<file path="src/ssbsr_pkg.sv">
/*
  Constants for the status byte summary block: bit positions, widths, weights.
  Assumes nothing of its surroundings.
*/
package ssbsr_pkg;
  localparam int unsigned SB_W = 8;
  localparam int unsigned EV_W = 16;
  localparam int unsigned NGRP = 5;
  localparam int unsigned BIT_HW1 = 0;
  localparam int unsigned BIT_HW2 = 1;
  localparam int unsigned BIT_UNUSED = 2;
  localparam int unsigned BIT_QUES = 3;
  localparam int unsigned BIT_MAV = 4;
  localparam int unsigned BIT_ESB = 5;
  localparam int unsigned BIT_RQS = 6;
  localparam int unsigned BIT_OPER = 7;
  localparam int unsigned GRP_HW1 = 0;
  localparam int unsigned GRP_HW2 = 1;
  localparam int unsigned GRP_QUES = 2;
  localparam int unsigned GRP_ESB = 3;
  localparam int unsigned GRP_OPER = 4;
  localparam logic [SB_W-1:0] SB_RST = 8'h00;
  localparam logic [SB_W-1:0] SRE_RST = 8'h00;
  localparam logic [EV_W-1:0] EV_RST = 16'h0000;
  localparam logic [SB_W-1:0] RQS_MASK = 8'h40;
  localparam logic [SB_W-1:0] NOT_RQS_MASK = 8'hbf;
  typedef enum logic [2:0] {
    SSBSR_IDLE = 3'b001,
    SSBSR_REQ = 3'b010,
    SSBSR_POLLED = 3'b100
  } ssbsr_srq_t;
endpackage

</file>
<file path="src/ssbsr_grp_if.sv">
/*
  Interface carrying one status group's event, enable and summary signals.
  Assumes a single clock shared by both ends.
*/
`timescale 1ns/1ps
interface ssbsr_grp_if;
  logic [ssbsr_pkg::EV_W-1:0] set_bits;
  logic [ssbsr_pkg::EV_W-1:0] enable;
  logic query;
  logic clear_all;
  logic [ssbsr_pkg::EV_W-1:0] event_bits;
  logic summary;
  modport owner (input set_bits, enable, query, clear_all, output event_bits, summary);
  modport user (output set_bits, enable, query, clear_all, input event_bits, summary);
endinterface

</file>
<file path="src/ssbsr_event_group.sv">
/*
  One status group event register with its enable mask and summary message.
  Assumes set, query and clear are synchronous to i_ref_clk.
*/
`timescale 1ns/1ps
module ssbsr_event_group (
  input wire logic i_ref_clk,
  input wire logic i_rst,
  ssbsr_grp_if.owner grp
);
  logic [ssbsr_pkg::EV_W-1:0] event_r;
  logic [ssbsr_pkg::EV_W-1:0] event_nxt;
  logic [ssbsr_pkg::EV_W-1:0] kept;

  // ----------------------------------------------------------------
  // Latch events; a new event in the clearing cycle survives
  // ----------------------------------------------------------------
  assign kept = (grp.query || grp.clear_all) ? ssbsr_pkg::EV_RST : event_r;
  assign event_nxt = kept | grp.set_bits;

  always_ff @(posedge i_ref_clk) begin
    if (i_rst) begin
      event_r <= ssbsr_pkg::EV_RST;
    end else begin
      event_r <= event_nxt;
    end
  end

  assign grp.event_bits = event_r;
  assign grp.summary = |(event_r & grp.enable);

  a_latch_hold: assert property (@(posedge i_ref_clk) disable iff (i_rst)
    (!grp.query && !grp.clear_all) |=> ((event_r & $past(event_r)) == $past(event_r)))
    else $error("event bit lost without query or clear");
  a_clear_empties: assert property (@(posedge i_ref_clk) disable iff (i_rst)
    (grp.clear_all && grp.set_bits == ssbsr_pkg::EV_RST) |=> event_r == ssbsr_pkg::EV_RST)
    else $error("clear left event bits set");
endmodule

</file>
<file path="src/ssbsr_status_byte.sv">
/*
  Status byte summary and service request logic.
  Assumes serial poll, query and clear strobes are one-cycle pulses on i_ref_clk,
  and that the output queue level and the set, enable and query inputs of all five
  event groups are supplied from outside.
*/
`timescale 1ns/1ps

// What this block does
// - Keep an 8-bit status byte of group summaries plus a service request bit.
// - Each mapped bit follows its group summary continuously.
// - Bit 7 carries the operation group summary.
// - Bit 5 carries the standard event summary.
// - Bit 4 is message available, set while the output queue holds data.
// - Bit 3 questionable, bit 1 hardware two, bit 0 hardware one.
// - The hardware one group may reach the byte through a mapped operation event bit.
// - In a serial poll bit 6 shows whether service is being requested.
// - A serial poll clears the request bit.
// - A serial poll leaves the other seven bits unchanged.
// - In a query bit 6 is OR of byte and enable mask, bit 6 excluded.
// - A query changes no status byte bit.
// - Query answer is a value 0 to 251 from the bit weights, bit 2 always zero.
// - Master summary weighs 64, others their binary weights.
// - The status byte is read-only and ignores writes.
// - Clear-status empties the event registers, keeping only bits set in that cycle, such as nested operation bits.
// - Clear-status leaves the output queue and message available bit alone.
// - A rising master summary raises the service request and sets the request bit; a further enabled condition while it stays high does not.
// - A group summary is OR of event bits ANDed with enable bits.
// - Event bits stay set until queried or cleared.
module ssbsr_status_byte (
  input wire logic i_ref_clk,
  input wire logic i_rst,
  input wire logic [ssbsr_pkg::EV_W-1:0] i_hw1_set,
  input wire logic [ssbsr_pkg::EV_W-1:0] i_hw1_enable,
  input wire logic i_hw1_query,
  input wire logic [ssbsr_pkg::EV_W-1:0] i_hw2_set,
  input wire logic [ssbsr_pkg::EV_W-1:0] i_hw2_enable,
  input wire logic i_hw2_query,
  input wire logic [ssbsr_pkg::EV_W-1:0] i_ques_set,
  input wire logic [ssbsr_pkg::EV_W-1:0] i_ques_enable,
  input wire logic i_ques_query,
  input wire logic [ssbsr_pkg::EV_W-1:0] i_esb_set,
  input wire logic [ssbsr_pkg::EV_W-1:0] i_esb_enable,
  input wire logic i_esb_query,
  input wire logic [ssbsr_pkg::EV_W-1:0] i_oper_set,
  input wire logic [ssbsr_pkg::EV_W-1:0] i_oper_enable,
  input wire logic i_oper_query,
  input wire logic [ssbsr_pkg::EV_W-1:0] i_nest_map,
  input wire logic i_out_queue_nonempty,
  input wire logic i_clear_status,
  input wire logic [ssbsr_pkg::SB_W-1:0] i_srq_enable,
  input wire logic i_srq_enable_wr,
  input wire logic i_serial_poll,
  input wire logic i_stb_query,
  input wire logic i_status_byte_wr,
  input wire logic [ssbsr_pkg::SB_W-1:0] i_status_byte_wdata,
  output logic o_srq,
  output logic [ssbsr_pkg::SB_W-1:0] o_poll_byte,
  output logic o_poll_valid,
  output logic [ssbsr_pkg::SB_W-1:0] o_query_value,
  output logic o_query_valid,
  output logic [ssbsr_pkg::SB_W-1:0] o_status_byte,
  output logic [ssbsr_pkg::SB_W-1:0] o_srq_enable,
  output logic o_mss
);
  // ----------------------------------------------------------------
  // Status groups
  // ----------------------------------------------------------------
  ssbsr_grp_if grp_bus [ssbsr_pkg::NGRP] ();
  logic [ssbsr_pkg::NGRP-1:0] summ;
  logic [ssbsr_pkg::EV_W-1:0] set_in [ssbsr_pkg::NGRP];
  logic [ssbsr_pkg::EV_W-1:0] en_in [ssbsr_pkg::NGRP];
  logic [ssbsr_pkg::NGRP-1:0] qry_in;
  logic [ssbsr_pkg::EV_W-1:0] nest_bits;

  // The nested summary of the hardware one group feeds mapped operation event bits
  assign nest_bits = i_nest_map & {ssbsr_pkg::EV_W{summ[ssbsr_pkg::GRP_HW1]}};

  assign set_in[ssbsr_pkg::GRP_HW1] = i_hw1_set;
  assign set_in[ssbsr_pkg::GRP_HW2] = i_hw2_set;
  assign set_in[ssbsr_pkg::GRP_QUES] = i_ques_set;
  assign set_in[ssbsr_pkg::GRP_ESB] = i_esb_set;
  assign set_in[ssbsr_pkg::GRP_OPER] = i_oper_set | nest_bits;
  assign en_in[ssbsr_pkg::GRP_HW1] = i_hw1_enable;
  assign en_in[ssbsr_pkg::GRP_HW2] = i_hw2_enable;
  assign en_in[ssbsr_pkg::GRP_QUES] = i_ques_enable;
  assign en_in[ssbsr_pkg::GRP_ESB] = i_esb_enable;
  assign en_in[ssbsr_pkg::GRP_OPER] = i_oper_enable;
  assign qry_in = {i_oper_query, i_esb_query, i_ques_query, i_hw2_query, i_hw1_query};

  genvar g;
  generate
    for (g = 0; g < ssbsr_pkg::NGRP; g++) begin : gen_grp
      assign grp_bus[g].set_bits = set_in[g];
      assign grp_bus[g].enable = en_in[g];
      assign grp_bus[g].query = qry_in[g];
      assign grp_bus[g].clear_all = i_clear_status;
      assign summ[g] = grp_bus[g].summary;
      ssbsr_event_group u_grp (
        .i_ref_clk(i_ref_clk),
        .i_rst(i_rst),
        .grp(grp_bus[g])
      );
    end
  endgenerate

  // ----------------------------------------------------------------
  // Status byte assembly
  // ----------------------------------------------------------------
  function automatic logic [ssbsr_pkg::SB_W-1:0] with_bit6(
    input logic [ssbsr_pkg::SB_W-1:0] sb,
    input logic b6
  );
    with_bit6 = (sb & ssbsr_pkg::NOT_RQS_MASK) | (b6 ? ssbsr_pkg::RQS_MASK : ssbsr_pkg::SB_RST);
  endfunction

  logic [ssbsr_pkg::SB_W-1:0] sb_sum;
  logic [ssbsr_pkg::SB_W-1:0] sre_r;
  logic [ssbsr_pkg::SB_W-1:0] sre_nxt;
  logic mss;

  // Bit 6 is zero here; it is filled per read method
  assign sb_sum[ssbsr_pkg::BIT_HW1] = summ[ssbsr_pkg::GRP_HW1];
  assign sb_sum[ssbsr_pkg::BIT_HW2] = summ[ssbsr_pkg::GRP_HW2];
  assign sb_sum[ssbsr_pkg::BIT_UNUSED] = 1'b0;
  assign sb_sum[ssbsr_pkg::BIT_QUES] = summ[ssbsr_pkg::GRP_QUES];
  assign sb_sum[ssbsr_pkg::BIT_MAV] = i_out_queue_nonempty;
  assign sb_sum[ssbsr_pkg::BIT_ESB] = summ[ssbsr_pkg::GRP_ESB];
  assign sb_sum[ssbsr_pkg::BIT_RQS] = 1'b0;
  assign sb_sum[ssbsr_pkg::BIT_OPER] = summ[ssbsr_pkg::GRP_OPER];

  // Writes to the status byte have no path into any state
  logic unused_wr;
  assign unused_wr = i_status_byte_wr & (|i_status_byte_wdata);

  assign mss = |(sb_sum & sre_r & ssbsr_pkg::NOT_RQS_MASK);
  assign sre_nxt = i_srq_enable_wr ? (i_srq_enable & ssbsr_pkg::NOT_RQS_MASK) : sre_r;

  always_ff @(posedge i_ref_clk) begin
    if (i_rst) begin
      sre_r <= ssbsr_pkg::SRE_RST;
    end else begin
      sre_r <= sre_nxt;
    end
  end

  // ----------------------------------------------------------------
  // Service request sequencing
  // ----------------------------------------------------------------
  ssbsr_pkg::ssbsr_srq_t st_r;
  ssbsr_pkg::ssbsr_srq_t st_nxt;
  logic mss_r;
  logic new_reason;

  // A new reason is a rising master summary
  assign new_reason = mss & ~mss_r;

  always_comb begin
    st_nxt = st_r;
    case (st_r)
      ssbsr_pkg::SSBSR_IDLE: begin
        if (new_reason) begin
          st_nxt = ssbsr_pkg::SSBSR_REQ;
        end
      end
      ssbsr_pkg::SSBSR_REQ: begin
        if (i_serial_poll) begin
          st_nxt = ssbsr_pkg::SSBSR_POLLED;
        end
      end
      ssbsr_pkg::SSBSR_POLLED: begin
        if (new_reason) begin
          st_nxt = ssbsr_pkg::SSBSR_REQ;
        end else if (!mss) begin
          st_nxt = ssbsr_pkg::SSBSR_IDLE;
        end
      end
      default: begin
        st_nxt = ssbsr_pkg::SSBSR_IDLE;
      end
    endcase
  end

  logic rqs;
  assign rqs = (st_r == ssbsr_pkg::SSBSR_REQ);
  assign o_srq = rqs;

  logic [ssbsr_pkg::SB_W-1:0] poll_r;
  logic [ssbsr_pkg::SB_W-1:0] qry_r;
  logic poll_v_r;
  logic qry_v_r;

  always_ff @(posedge i_ref_clk) begin
    if (i_rst) begin
      st_r <= ssbsr_pkg::SSBSR_IDLE;
      mss_r <= 1'b0;
    end else begin
      st_r <= st_nxt;
      mss_r <= mss;
    end
  end

  // ----------------------------------------------------------------
  // Read answers
  // ----------------------------------------------------------------
  always_ff @(posedge i_ref_clk) begin
    if (i_rst) begin
      poll_r <= ssbsr_pkg::SB_RST;
      qry_r <= ssbsr_pkg::SB_RST;
      poll_v_r <= 1'b0;
      qry_v_r <= 1'b0;
    end else begin
      poll_v_r <= i_serial_poll;
      qry_v_r <= i_stb_query;
      if (i_serial_poll) begin
        poll_r <= with_bit6(sb_sum, rqs);
      end
      if (i_stb_query) begin
        qry_r <= with_bit6(sb_sum, mss);
      end
    end
  end

  assign o_poll_byte = poll_r;
  assign o_poll_valid = poll_v_r;
  assign o_query_value = qry_r;
  assign o_query_valid = qry_v_r;
  assign o_status_byte = sb_sum;
  assign o_srq_enable = sre_r;
  assign o_mss = mss;

  // ----------------------------------------------------------------
  // Checks
  // ----------------------------------------------------------------
  a_poll_clears_rqs: assert property (@(posedge i_ref_clk) disable iff (i_rst)
    (i_serial_poll && rqs && !new_reason) |=> !o_srq)
    else $error("serial poll did not clear request");
  a_poll_bit6: assert property (@(posedge i_ref_clk) disable iff (i_rst)
    i_serial_poll |=> o_poll_byte[ssbsr_pkg::BIT_RQS] == $past(o_srq))
    else $error("poll bit 6 not request state");
  a_poll_others: assert property (@(posedge i_ref_clk) disable iff (i_rst)
    i_serial_poll |=> (o_poll_byte & ssbsr_pkg::NOT_RQS_MASK) == $past(o_status_byte))
    else $error("poll bits differ from status byte");
  a_query_mss: assert property (@(posedge i_ref_clk) disable iff (i_rst)
    i_stb_query |=> o_query_value[ssbsr_pkg::BIT_RQS] ==
      |($past(o_status_byte) & $past(sre_r) & ssbsr_pkg::NOT_RQS_MASK))
    else $error("query bit 6 not master summary");
  a_query_no_change: assert property (@(posedge i_ref_clk) disable iff (i_rst)
    (i_stb_query && !i_serial_poll && st_r == st_nxt) |=> $stable(st_r))
    else $error("query altered request state");
  a_unused_zero: assert property (@(posedge i_ref_clk) disable iff (i_rst)
    !o_status_byte[ssbsr_pkg::BIT_UNUSED] && !o_status_byte[ssbsr_pkg::BIT_RQS])
    else $error("unused bit set");
  a_mav_follows: assert property (@(posedge i_ref_clk) disable iff (i_rst)
    o_status_byte[ssbsr_pkg::BIT_MAV] == i_out_queue_nonempty)
    else $error("message available wrong");
  a_clear_drops: assert property (@(posedge i_ref_clk) disable iff (i_rst)
    (i_clear_status && i_hw1_set == ssbsr_pkg::EV_RST && i_esb_set == ssbsr_pkg::EV_RST)
      |=> !o_status_byte[ssbsr_pkg::BIT_HW1] && !o_status_byte[ssbsr_pkg::BIT_ESB])
    else $error("clear left summary set");
  a_srq_raise: assert property (@(posedge i_ref_clk) disable iff (i_rst)
    (new_reason && !o_srq) |=> o_srq)
    else $error("request not raised on new reason");
  a_srq_needs_reason: assert property (@(posedge i_ref_clk) disable iff (i_rst)
    (!o_srq && !new_reason) |=> !o_srq)
    else $error("request raised without new reason");
  a_write_ignored: assert property (@(posedge i_ref_clk) disable iff (i_rst)
    (i_status_byte_wr && $stable(sb_sum)) |=> $stable(st_r) || $past(new_reason || i_serial_poll
      || !mss))
    else $error("write changed state");
  a_byte_oper: assert property (@(posedge i_ref_clk) disable iff (i_rst)
    o_status_byte[ssbsr_pkg::BIT_OPER] ==
      |(grp_bus[ssbsr_pkg::GRP_OPER].event_bits & i_oper_enable))
    else $error("operation summary bit wrong");
  a_byte_esb: assert property (@(posedge i_ref_clk) disable iff (i_rst)
    o_status_byte[ssbsr_pkg::BIT_ESB] ==
      |(grp_bus[ssbsr_pkg::GRP_ESB].event_bits & i_esb_enable))
    else $error("standard event summary bit wrong");
  a_byte_ques: assert property (@(posedge i_ref_clk) disable iff (i_rst)
    o_status_byte[ssbsr_pkg::BIT_QUES] ==
      |(grp_bus[ssbsr_pkg::GRP_QUES].event_bits & i_ques_enable))
    else $error("questionable summary bit wrong");
  a_byte_hw: assert property (@(posedge i_ref_clk) disable iff (i_rst)
    (o_status_byte[ssbsr_pkg::BIT_HW1] ==
      |(grp_bus[ssbsr_pkg::GRP_HW1].event_bits & i_hw1_enable)) &&
    (o_status_byte[ssbsr_pkg::BIT_HW2] ==
      |(grp_bus[ssbsr_pkg::GRP_HW2].event_bits & i_hw2_enable)))
    else $error("hardware summary bit wrong");
  a_query_value: assert property (@(posedge i_ref_clk) disable iff (i_rst)
    i_stb_query |=> (o_query_value & ssbsr_pkg::NOT_RQS_MASK) == $past(o_status_byte))
    else $error("query bits differ from status byte");
  a_poll_answer: assert property (@(posedge i_ref_clk) disable iff (i_rst)
    i_serial_poll |=> o_poll_valid)
    else $error("poll answer missing");
  a_query_answer: assert property (@(posedge i_ref_clk) disable iff (i_rst)
    i_stb_query |=> o_query_valid)
    else $error("query answer missing");
  a_mss_formula: assert property (@(posedge i_ref_clk) disable iff (i_rst)
    o_mss == |(o_status_byte & o_srq_enable))
    else $error("master summary wrong");

  c_srq_poll: cover property (@(posedge i_ref_clk) disable iff (i_rst)
    o_srq ##1 i_serial_poll ##1 !o_srq);
  c_query_mss: cover property (@(posedge i_ref_clk) disable iff (i_rst)
    o_query_valid && o_query_value[ssbsr_pkg::BIT_RQS]);
  c_clear: cover property (@(posedge i_ref_clk) disable iff (i_rst)
    i_clear_status && o_status_byte[ssbsr_pkg::BIT_ESB]);
  c_rerequest: cover property (@(posedge i_ref_clk) disable iff (i_rst)
    st_r == ssbsr_pkg::SSBSR_POLLED ##1 o_srq);
  c_nest: cover property (@(posedge i_ref_clk) disable iff (i_rst)
    (summ[ssbsr_pkg::GRP_HW1] && i_nest_map != ssbsr_pkg::EV_RST) ##1 o_status_byte[ssbsr_pkg::BIT_OPER]);
endmodule

</file>
<file path="config.mk">
export PLATFORM = sky130hd
export DESIGN_NAME = ssbsr_status_byte
export DESIGN_NICKNAME = d
export VERILOG_FILES = /design/src/ssbsr_pkg.sv /design/src/ssbsr_grp_if.sv /design/src/ssbsr_event_group.sv /design/src/ssbsr_status_byte.sv
export SDC_FILE = /design/constraint.sdc
export NUM_CORES = 1
export LEC_CHECK = 0
export ABC_AREA = 1
export BUFFER_PORTS_ARGS = -buffer_cell sky130_fd_sc_hd__buf_2
export CAP_MARGIN = 15
export CORE_AREA = 2 2 149 93
export DETAILED_ROUTE_END_ITERATION = 6
export DIE_AREA = 0 0 151 95
export MAX_ROUTING_LAYER = met4
export SLEW_MARGIN = 10
export SYNTH_ARGS = -nofsm -noshare
export SYNTH_HDL_FRONTEND = slang
export SYNTH_HIERARCHICAL = 1
export SYNTH_SLANG_ARGS = --single-unit
export TNS_END_PERCENT = 5
</file>
<file path="constraint.sdc">
create_clock -name i_ref_clk -period 3.5 [get_ports i_ref_clk]
set_clock_uncertainty 0.1 [all_clocks]
set_input_delay 0.7 -clock i_ref_clk [delete_from_list [all_inputs] [get_ports i_ref_clk]]
set_output_delay 0.7 -clock i_ref_clk [all_outputs]
set_load 0.02 [all_outputs]
</file>
==> results of run 1 <==
[layer usage]
layer  part of all wire  wire (um)  vias to the layer above
met4             0.0065         78                        0
met3              0.085       1010                        7
met1               0.52       6200                     1801
li1                   -          -                     2303
met5                  0          0                        -
met2               0.39       4690                      144
[worst min-delay path: cells and delay by family, from the launching register on]
family           cells  cell delay (ns)
AO/OA/AOI/OAI        1             0.05
flip-flops           1             0.31
AND/OR/NAND/NOR      1             0.06
[flip-flops by register name, summed over array words and instances (netlist names)]
register and count:
gen_grp.u_grp/grp.event_bits 80, o_query_valid 1, o_srq_enable 7, st_r 3, o_poll_byte 7, o_poll_valid 1
o_query_value 7, mss_r 1
[kinds of logic after synthesis]
logic type             Yosys count  synth area share
AOI/OAI and AO/OA              122             0.153
buffers and inverters           74            0.0849
and+or+nand+nor                300             0.280
DFF                            107             0.481
other                            1          0.000843
[report_power, final]
part,switching (uW),internal (uW)
Clock,478,605
Combinational,290,219
Sequential,52.1,1310
Total,820,2130
[cell type report]
class | instances | area share
diodes | 1 | 0.000422
clock inverters | 5 | 0.0114
flip-flops and latches | 107 | 0.361
clock buffers | 11 | 0.0426
multi-input cells | 427 | 0.328
well taps | 175 | 0.0369
repair buffers | 227 | 0.195
inverters | 40 | 0.0253
[stage by stage]
step | total power, uW | cells
6_report | 2950 | 993
5_1_grt | 3120 | 992
4_1_cts | 2990 | 992
3_5_place_dp | 1900 | 976
3_3_place_gp | 1900 | 976
2_1_floorplan | 1710 | 608
[placed cells by master, fill, tap and decap left out]
| cell type | count |
|---|---|
| buf_2 | 224 |
| nand2_1 | 181 |
| dfxtp_1 | 107 |
| a21oi_1 | 96 |
| nor2_1 | 95 |
| inv_1 | 38 |
| a21o_1 | 16 |
| clkbuf_16 | 9 |
| a21oi_2 | 7 |
| nor2_4 | 6 |
| nand2_4 | 5 |
| conb_1 | 5 |
| nand4_1 | 5 |
| nand2_2 | 2 |
| inv_2 | 2 |
| nor3_2 | 2 |
| nand3_1 | 2 |
| o21ai_1 | 2 |
| clkbuf_8 | 2 |
| clkinv_4 | 2 |
| buf_4 | 2 |
| diode_2 | 1 |
| a21boi_1 | 1 |
| nand3b_1 | 1 |
| nor2_2 | 1 |
| bufinv_16 | 1 |
| inv_6 | 1 |
| inv_8 | 1 |
| buf_12 | 1 |
[worst paths after layout]
check                                startpoint        endpoint  slack [ns]  depth (start not counted)
max                            i_oper_enable[6]           o_mss        0.82                         12
min                              o_poll_byte[7]  o_poll_byte[7]        0.36                          2
max reg2reg  gen_grp[4].u_grp/grp.event_bits[6]         st_r[1]        1.70                         14
min reg2reg                      o_poll_byte[7]  o_poll_byte[7]        0.36                          2
==> impl_metrics.yaml, run 1 <==
yosys:
  synth.most_common_cell: "nand2_1"
  synth-main-ff-cell: "dfxtp_1"
  yosys_warnings: 6
  ys_async_sr_fraction: 0
  yosysUniqueCellTypes: 24
  synthTopCellsByCount: "nand2_1, dfxtp_1, a21oi_1"
  syn_inst: 604
  synth_top_area_share: 0.481
  synth_seq_cells: 107
  synth_edf_count: 0
  synthTopCellsByArea: "dfxtp_1, nand2_1, a21oi_1"
  yosys.area.top_type: "dfxtp_1"
  synth.avg_cell_area_um2: 7.37
  synth.yosys.seq_area_share: 0.481
  netlist_area_um2: 4450
drt:
  drt_pass1_iterations: 4
  drt-initial-drc-count: 132
  routedWlPerCell_um: 12.1
  drc: 0
  vias_per_cell: 4.28
  drtAntennaViolNets: 0
  via_count: 4255
  routed_wl_mm: 12.0
worst_setup_path:
  start_kind: "primary input"
  cp_common_cell: "nand2_1"
  crit_required_ns: 2.70
  critPathKind: "in -> out"
  critPathMaxStageDelay_ns: 0.17
  path_max_fanout: 5
  critPathTopFamily: "simple AND/OR/NAND/NOR gates"
  cp.arrival_ns: 1.88
  cp_slowest_cell: "buf_2"
  crit_buf_inv: 3
  crit_chain: "buf_2 > nand2_1 > nand2_1 > inv_1 > nand2_1 > nor2_1 > nand2_1 > nand2_1 > nand2_2 > nor2_4 > nand2_4 > buf_2"
  worst_setup_path_end_kind: "output pin"
placement:
  post-place-ws_ns: 0.814
  gp_congestion: 0.766
  io_buffer_count: 225
  hpwl_mm: 9.00
  post_dp_cell_area_um2: 5610
timing:
  finalSetupTns_ns: 0
  hold_viol: 0
  fin_crit_sh: 0.766
  rsz0062_at_grt: "false"
  finalMaxSlewViolations: 0
  clock.fmax_mhz: 373
  period_needed_ns: 2.68
  setup_viol: 0
  relSlewSlack: 0.455
  tightest_slew_ns: 0.818
  fin_hold_ws_ns: 0.362
  setup_ws_ns: 0.820
finish:
  area_growth_pct: 33.4
  fin_util: 0.452
  finalNetCount: 1017
  layout-drive-gt1-share: 0.328
  ff_latch_area_um2: 2140
  fillers: 1383
  final_area_um2: 5940
  multi_input_area_um2: 1950
clock_tree:
  insertion_delay_ns: 0.35
  clock-sinks: 107
  post_cts_resized: 0
  h-tree-depth: 3
  hold_buffers: 0
  ctsLongestPathBuffers: 2
  cts_tree: "yes"
  clkTransAtPathRegs_ns: 0.07
  cts_root_buf: "clkbuf_16"
  cts_buffers: 9
  post_cts_buffers: 0
outcome:
  status: "complete, no violations"
global_routing:
  busiest_layer: "met1"
  use_met3: 0.0570
  grt_first_pass_wirelength_mm: 18.7
  grt_overflow_total: 0
  grt_max_degree: 74
  grtUsageMet2: 0.234
  grt_pass1_vias: 3876
  gr-usage-all-layers: 0.172
  grtUsageMet1: 0.245
  antenna_found_initial: 0
die:
  num_rows: 33
  fp.dieH_um: 95
  coreArea_um2: 13100
  start_util: 0.339
  dieArea_um2: 14300
  dieWidth_um: 151
  io_pins: 241
pwr:
  peakVddDrop_uv: 248
  p_leak_uw: 0.00308
  power_density_nw_per_um2: 498
min_path:
  hp-class: "reg -> reg"
job:
  drv_cap: 0
No activity file was read; power rests on OpenSTA's default activity.
==> run 2, diff against run 1 <==
==> constraint.sdc (replaced) <==
create_clock -name i_ref_clk -period 2.7 [get_ports i_ref_clk]
set_clock_uncertainty 0.1 [all_clocks]
set_input_delay 0.54 -clock i_ref_clk [delete_from_list [all_inputs] [get_ports i_ref_clk]]
set_output_delay 0.54 -clock i_ref_clk [all_outputs]
set_load 0.02 [all_outputs]
==> run 2 against run 1 <==
Compared with the run above:
- die area is the same
- critical path type is now reg -> out
- largest power group unchanged
- register-to-register slack got worse by 0.75 ns
- critical path depth decreased by 1
- clock-buffer cell count fell by 1
- highest routed layer unchanged
==> impl_metrics.yaml, run 2 (synthesis results as in run 1) <==
outcome:
  status: "complete, no violations"
die:
  start_util: 0.339
  fp.dieH_um: 95
  io_pins: 241
  num_rows: 33
  dieWidth_um: 151
  dieArea_um2: 14300
  coreArea_um2: 13100
clock_tree:
  ctsLongestPathBuffers: 2
  post_cts_resized: 0
  h-tree-depth: 3
  post_cts_buffers: 0
  clock-sinks: 107
  cts_root_buf: "clkbuf_16"
  cts_buffers: 9
  hold_buffers: 0
  clkTransAtPathRegs_ns: 0.07
  insertion_delay_ns: 0.35
  cts_tree: "yes"
worst_setup_path:
  path_max_fanout: 5
  cp.arrival_ns: 1.72
  start_kind: "flip-flop"
  worst_setup_path_end_kind: "output pin"
  critPathKind: "reg -> out"
  crit_required_ns: 2.06
  r2r.worst_path.cells: 14
global_routing:
  grt_pass1_vias: 3993
  grt_overflow_total: 0
  antenna_found_initial: 0
  gr-usage-all-layers: 0.176
  grt_max_degree: 47
  grt_first_pass_wirelength_mm: 19.0
finish:
  mostFrequentLayoutCells: "buf_2, nand2_1, dfxtp_1, a21oi_1, nor2_1"
  finalNetCount: 1021
  area_growth_pct: 33.0
  largest_register_ffs: 80
  final_area_um2: 5920
  layout-drive-gt1-share: 0.330
  antenna_cells: 0
  layout_commonest_cell: "buf_2"
pwr:
  peakVddDrop_uv: 325
  power_density_nw_per_um2: 622
  p_leak_uw: 0.00308
timing:
  fin_crit_sh: 0.876
  rsz0062_at_grt: "false"
  finalMaxSlewViolations: 0
  finalSetupTns_ns: 0
  setup_viol: 0
  clock.fmax_mhz: 423
  hold_viol: 0
  period_needed_ns: 2.36
min_path:
  hp-class: "in -> reg"
  whs_path_depth: 3
drt:
  drt-initial-drc-count: 182
  drt_pass1_iterations: 4
  via_count: 4317
  drtAntennaViolNets: 0
  routed_wl_mm: 12.0
  vias_per_cell: 4.34
  drc: 0
  routedWlPerCell_um: 12.1
placement:
  gp_congestion: 0.768
  post_dp_cell_area_um2: 5640
  io_buffer_count: 225
  hpwl_mm: 9.35
job:
  drv_cap: 0
==> run 2: cell count changes in the layout (fill, tap and decap cells not counted), sizes merged <==
cell,previous run,this run
clkinv,2,1
buf,227,231
clkinvlp,0,2
bufinv,1,0
diode,1,0
clkbuf,11,10
==> run 2: metrics by stage <==
step	hold WS, ns	instances	util	total power [uW]	setup slack, ns
after floorplan	0.355	608	-	2220	0.753
after global placement	0.348	980	0.430	2470	0.354
after global routing	0.283	995	0.451	3900	0.155
after detailed placement	0.351	980	0.430	2470	0.349
after CTS	0.281	995	0.451	3730	0.308
final	0.295	995	0.451	3680	0.335
==> run 2: path summary, 6_finish.rpt <==
| kind | slack, ns | startpoint | to |
|---|---|---|---|
| max | 0.34 | gen_grp[4].u_grp/grp.event_bits[6] | o_mss |
| min | 0.29 | i_ques_set[0] | gen_grp[2].u_grp/grp.event_bits[0] |
| max reg2reg | 0.95 | gen_grp[4].u_grp/grp.event_bits[6] | st_r[1] |
| min reg2reg | 0.36 | o_poll_byte[1] | o_poll_byte[1] |
==> run 2: layer usage <==
metal  vias to the layer above  GRT usage  wire, um
met3                        18     0.0609      1120
met1                      1828      0.246      6100
met5                         -          -         0
met4                         0     0.0483       168
met2                       157      0.238      4660
li1                       2314          -         -
==> run 2: critical path, cell delays in order (launching register included) <==
cell and delay [ns]:
dfxtp_1 0.32, nand2_1 0.05, nand2_1 0.05, inv_1 0.05
nand2_1 0.05, nor2_1 0.14, nand2_1 0.15, nand2_1 0.11
nand2_2 0.07, nor2_4 0.13, nand2_4 0.08, buf_2 0.17
==> run 2: power by group <==
group	internal [uW]	total [uW]	leakage, uW	switching (uW)
Combinational	288	661	0.00205	373
Sequential	1700	1770	0.000893	67.4
Clock	652	1250	0.000131	601
Total	2640	3680	0.00308	1040
==> run 2: cell type report <==
type	count	area (um2)
sequential	107	2140
clock inverter	5	37.5
timing repair buffer	231	1190
fill	1397	7210
tap	175	219
inverter	40	150
multi-input combinational	427	1950
clock buffer	10	239
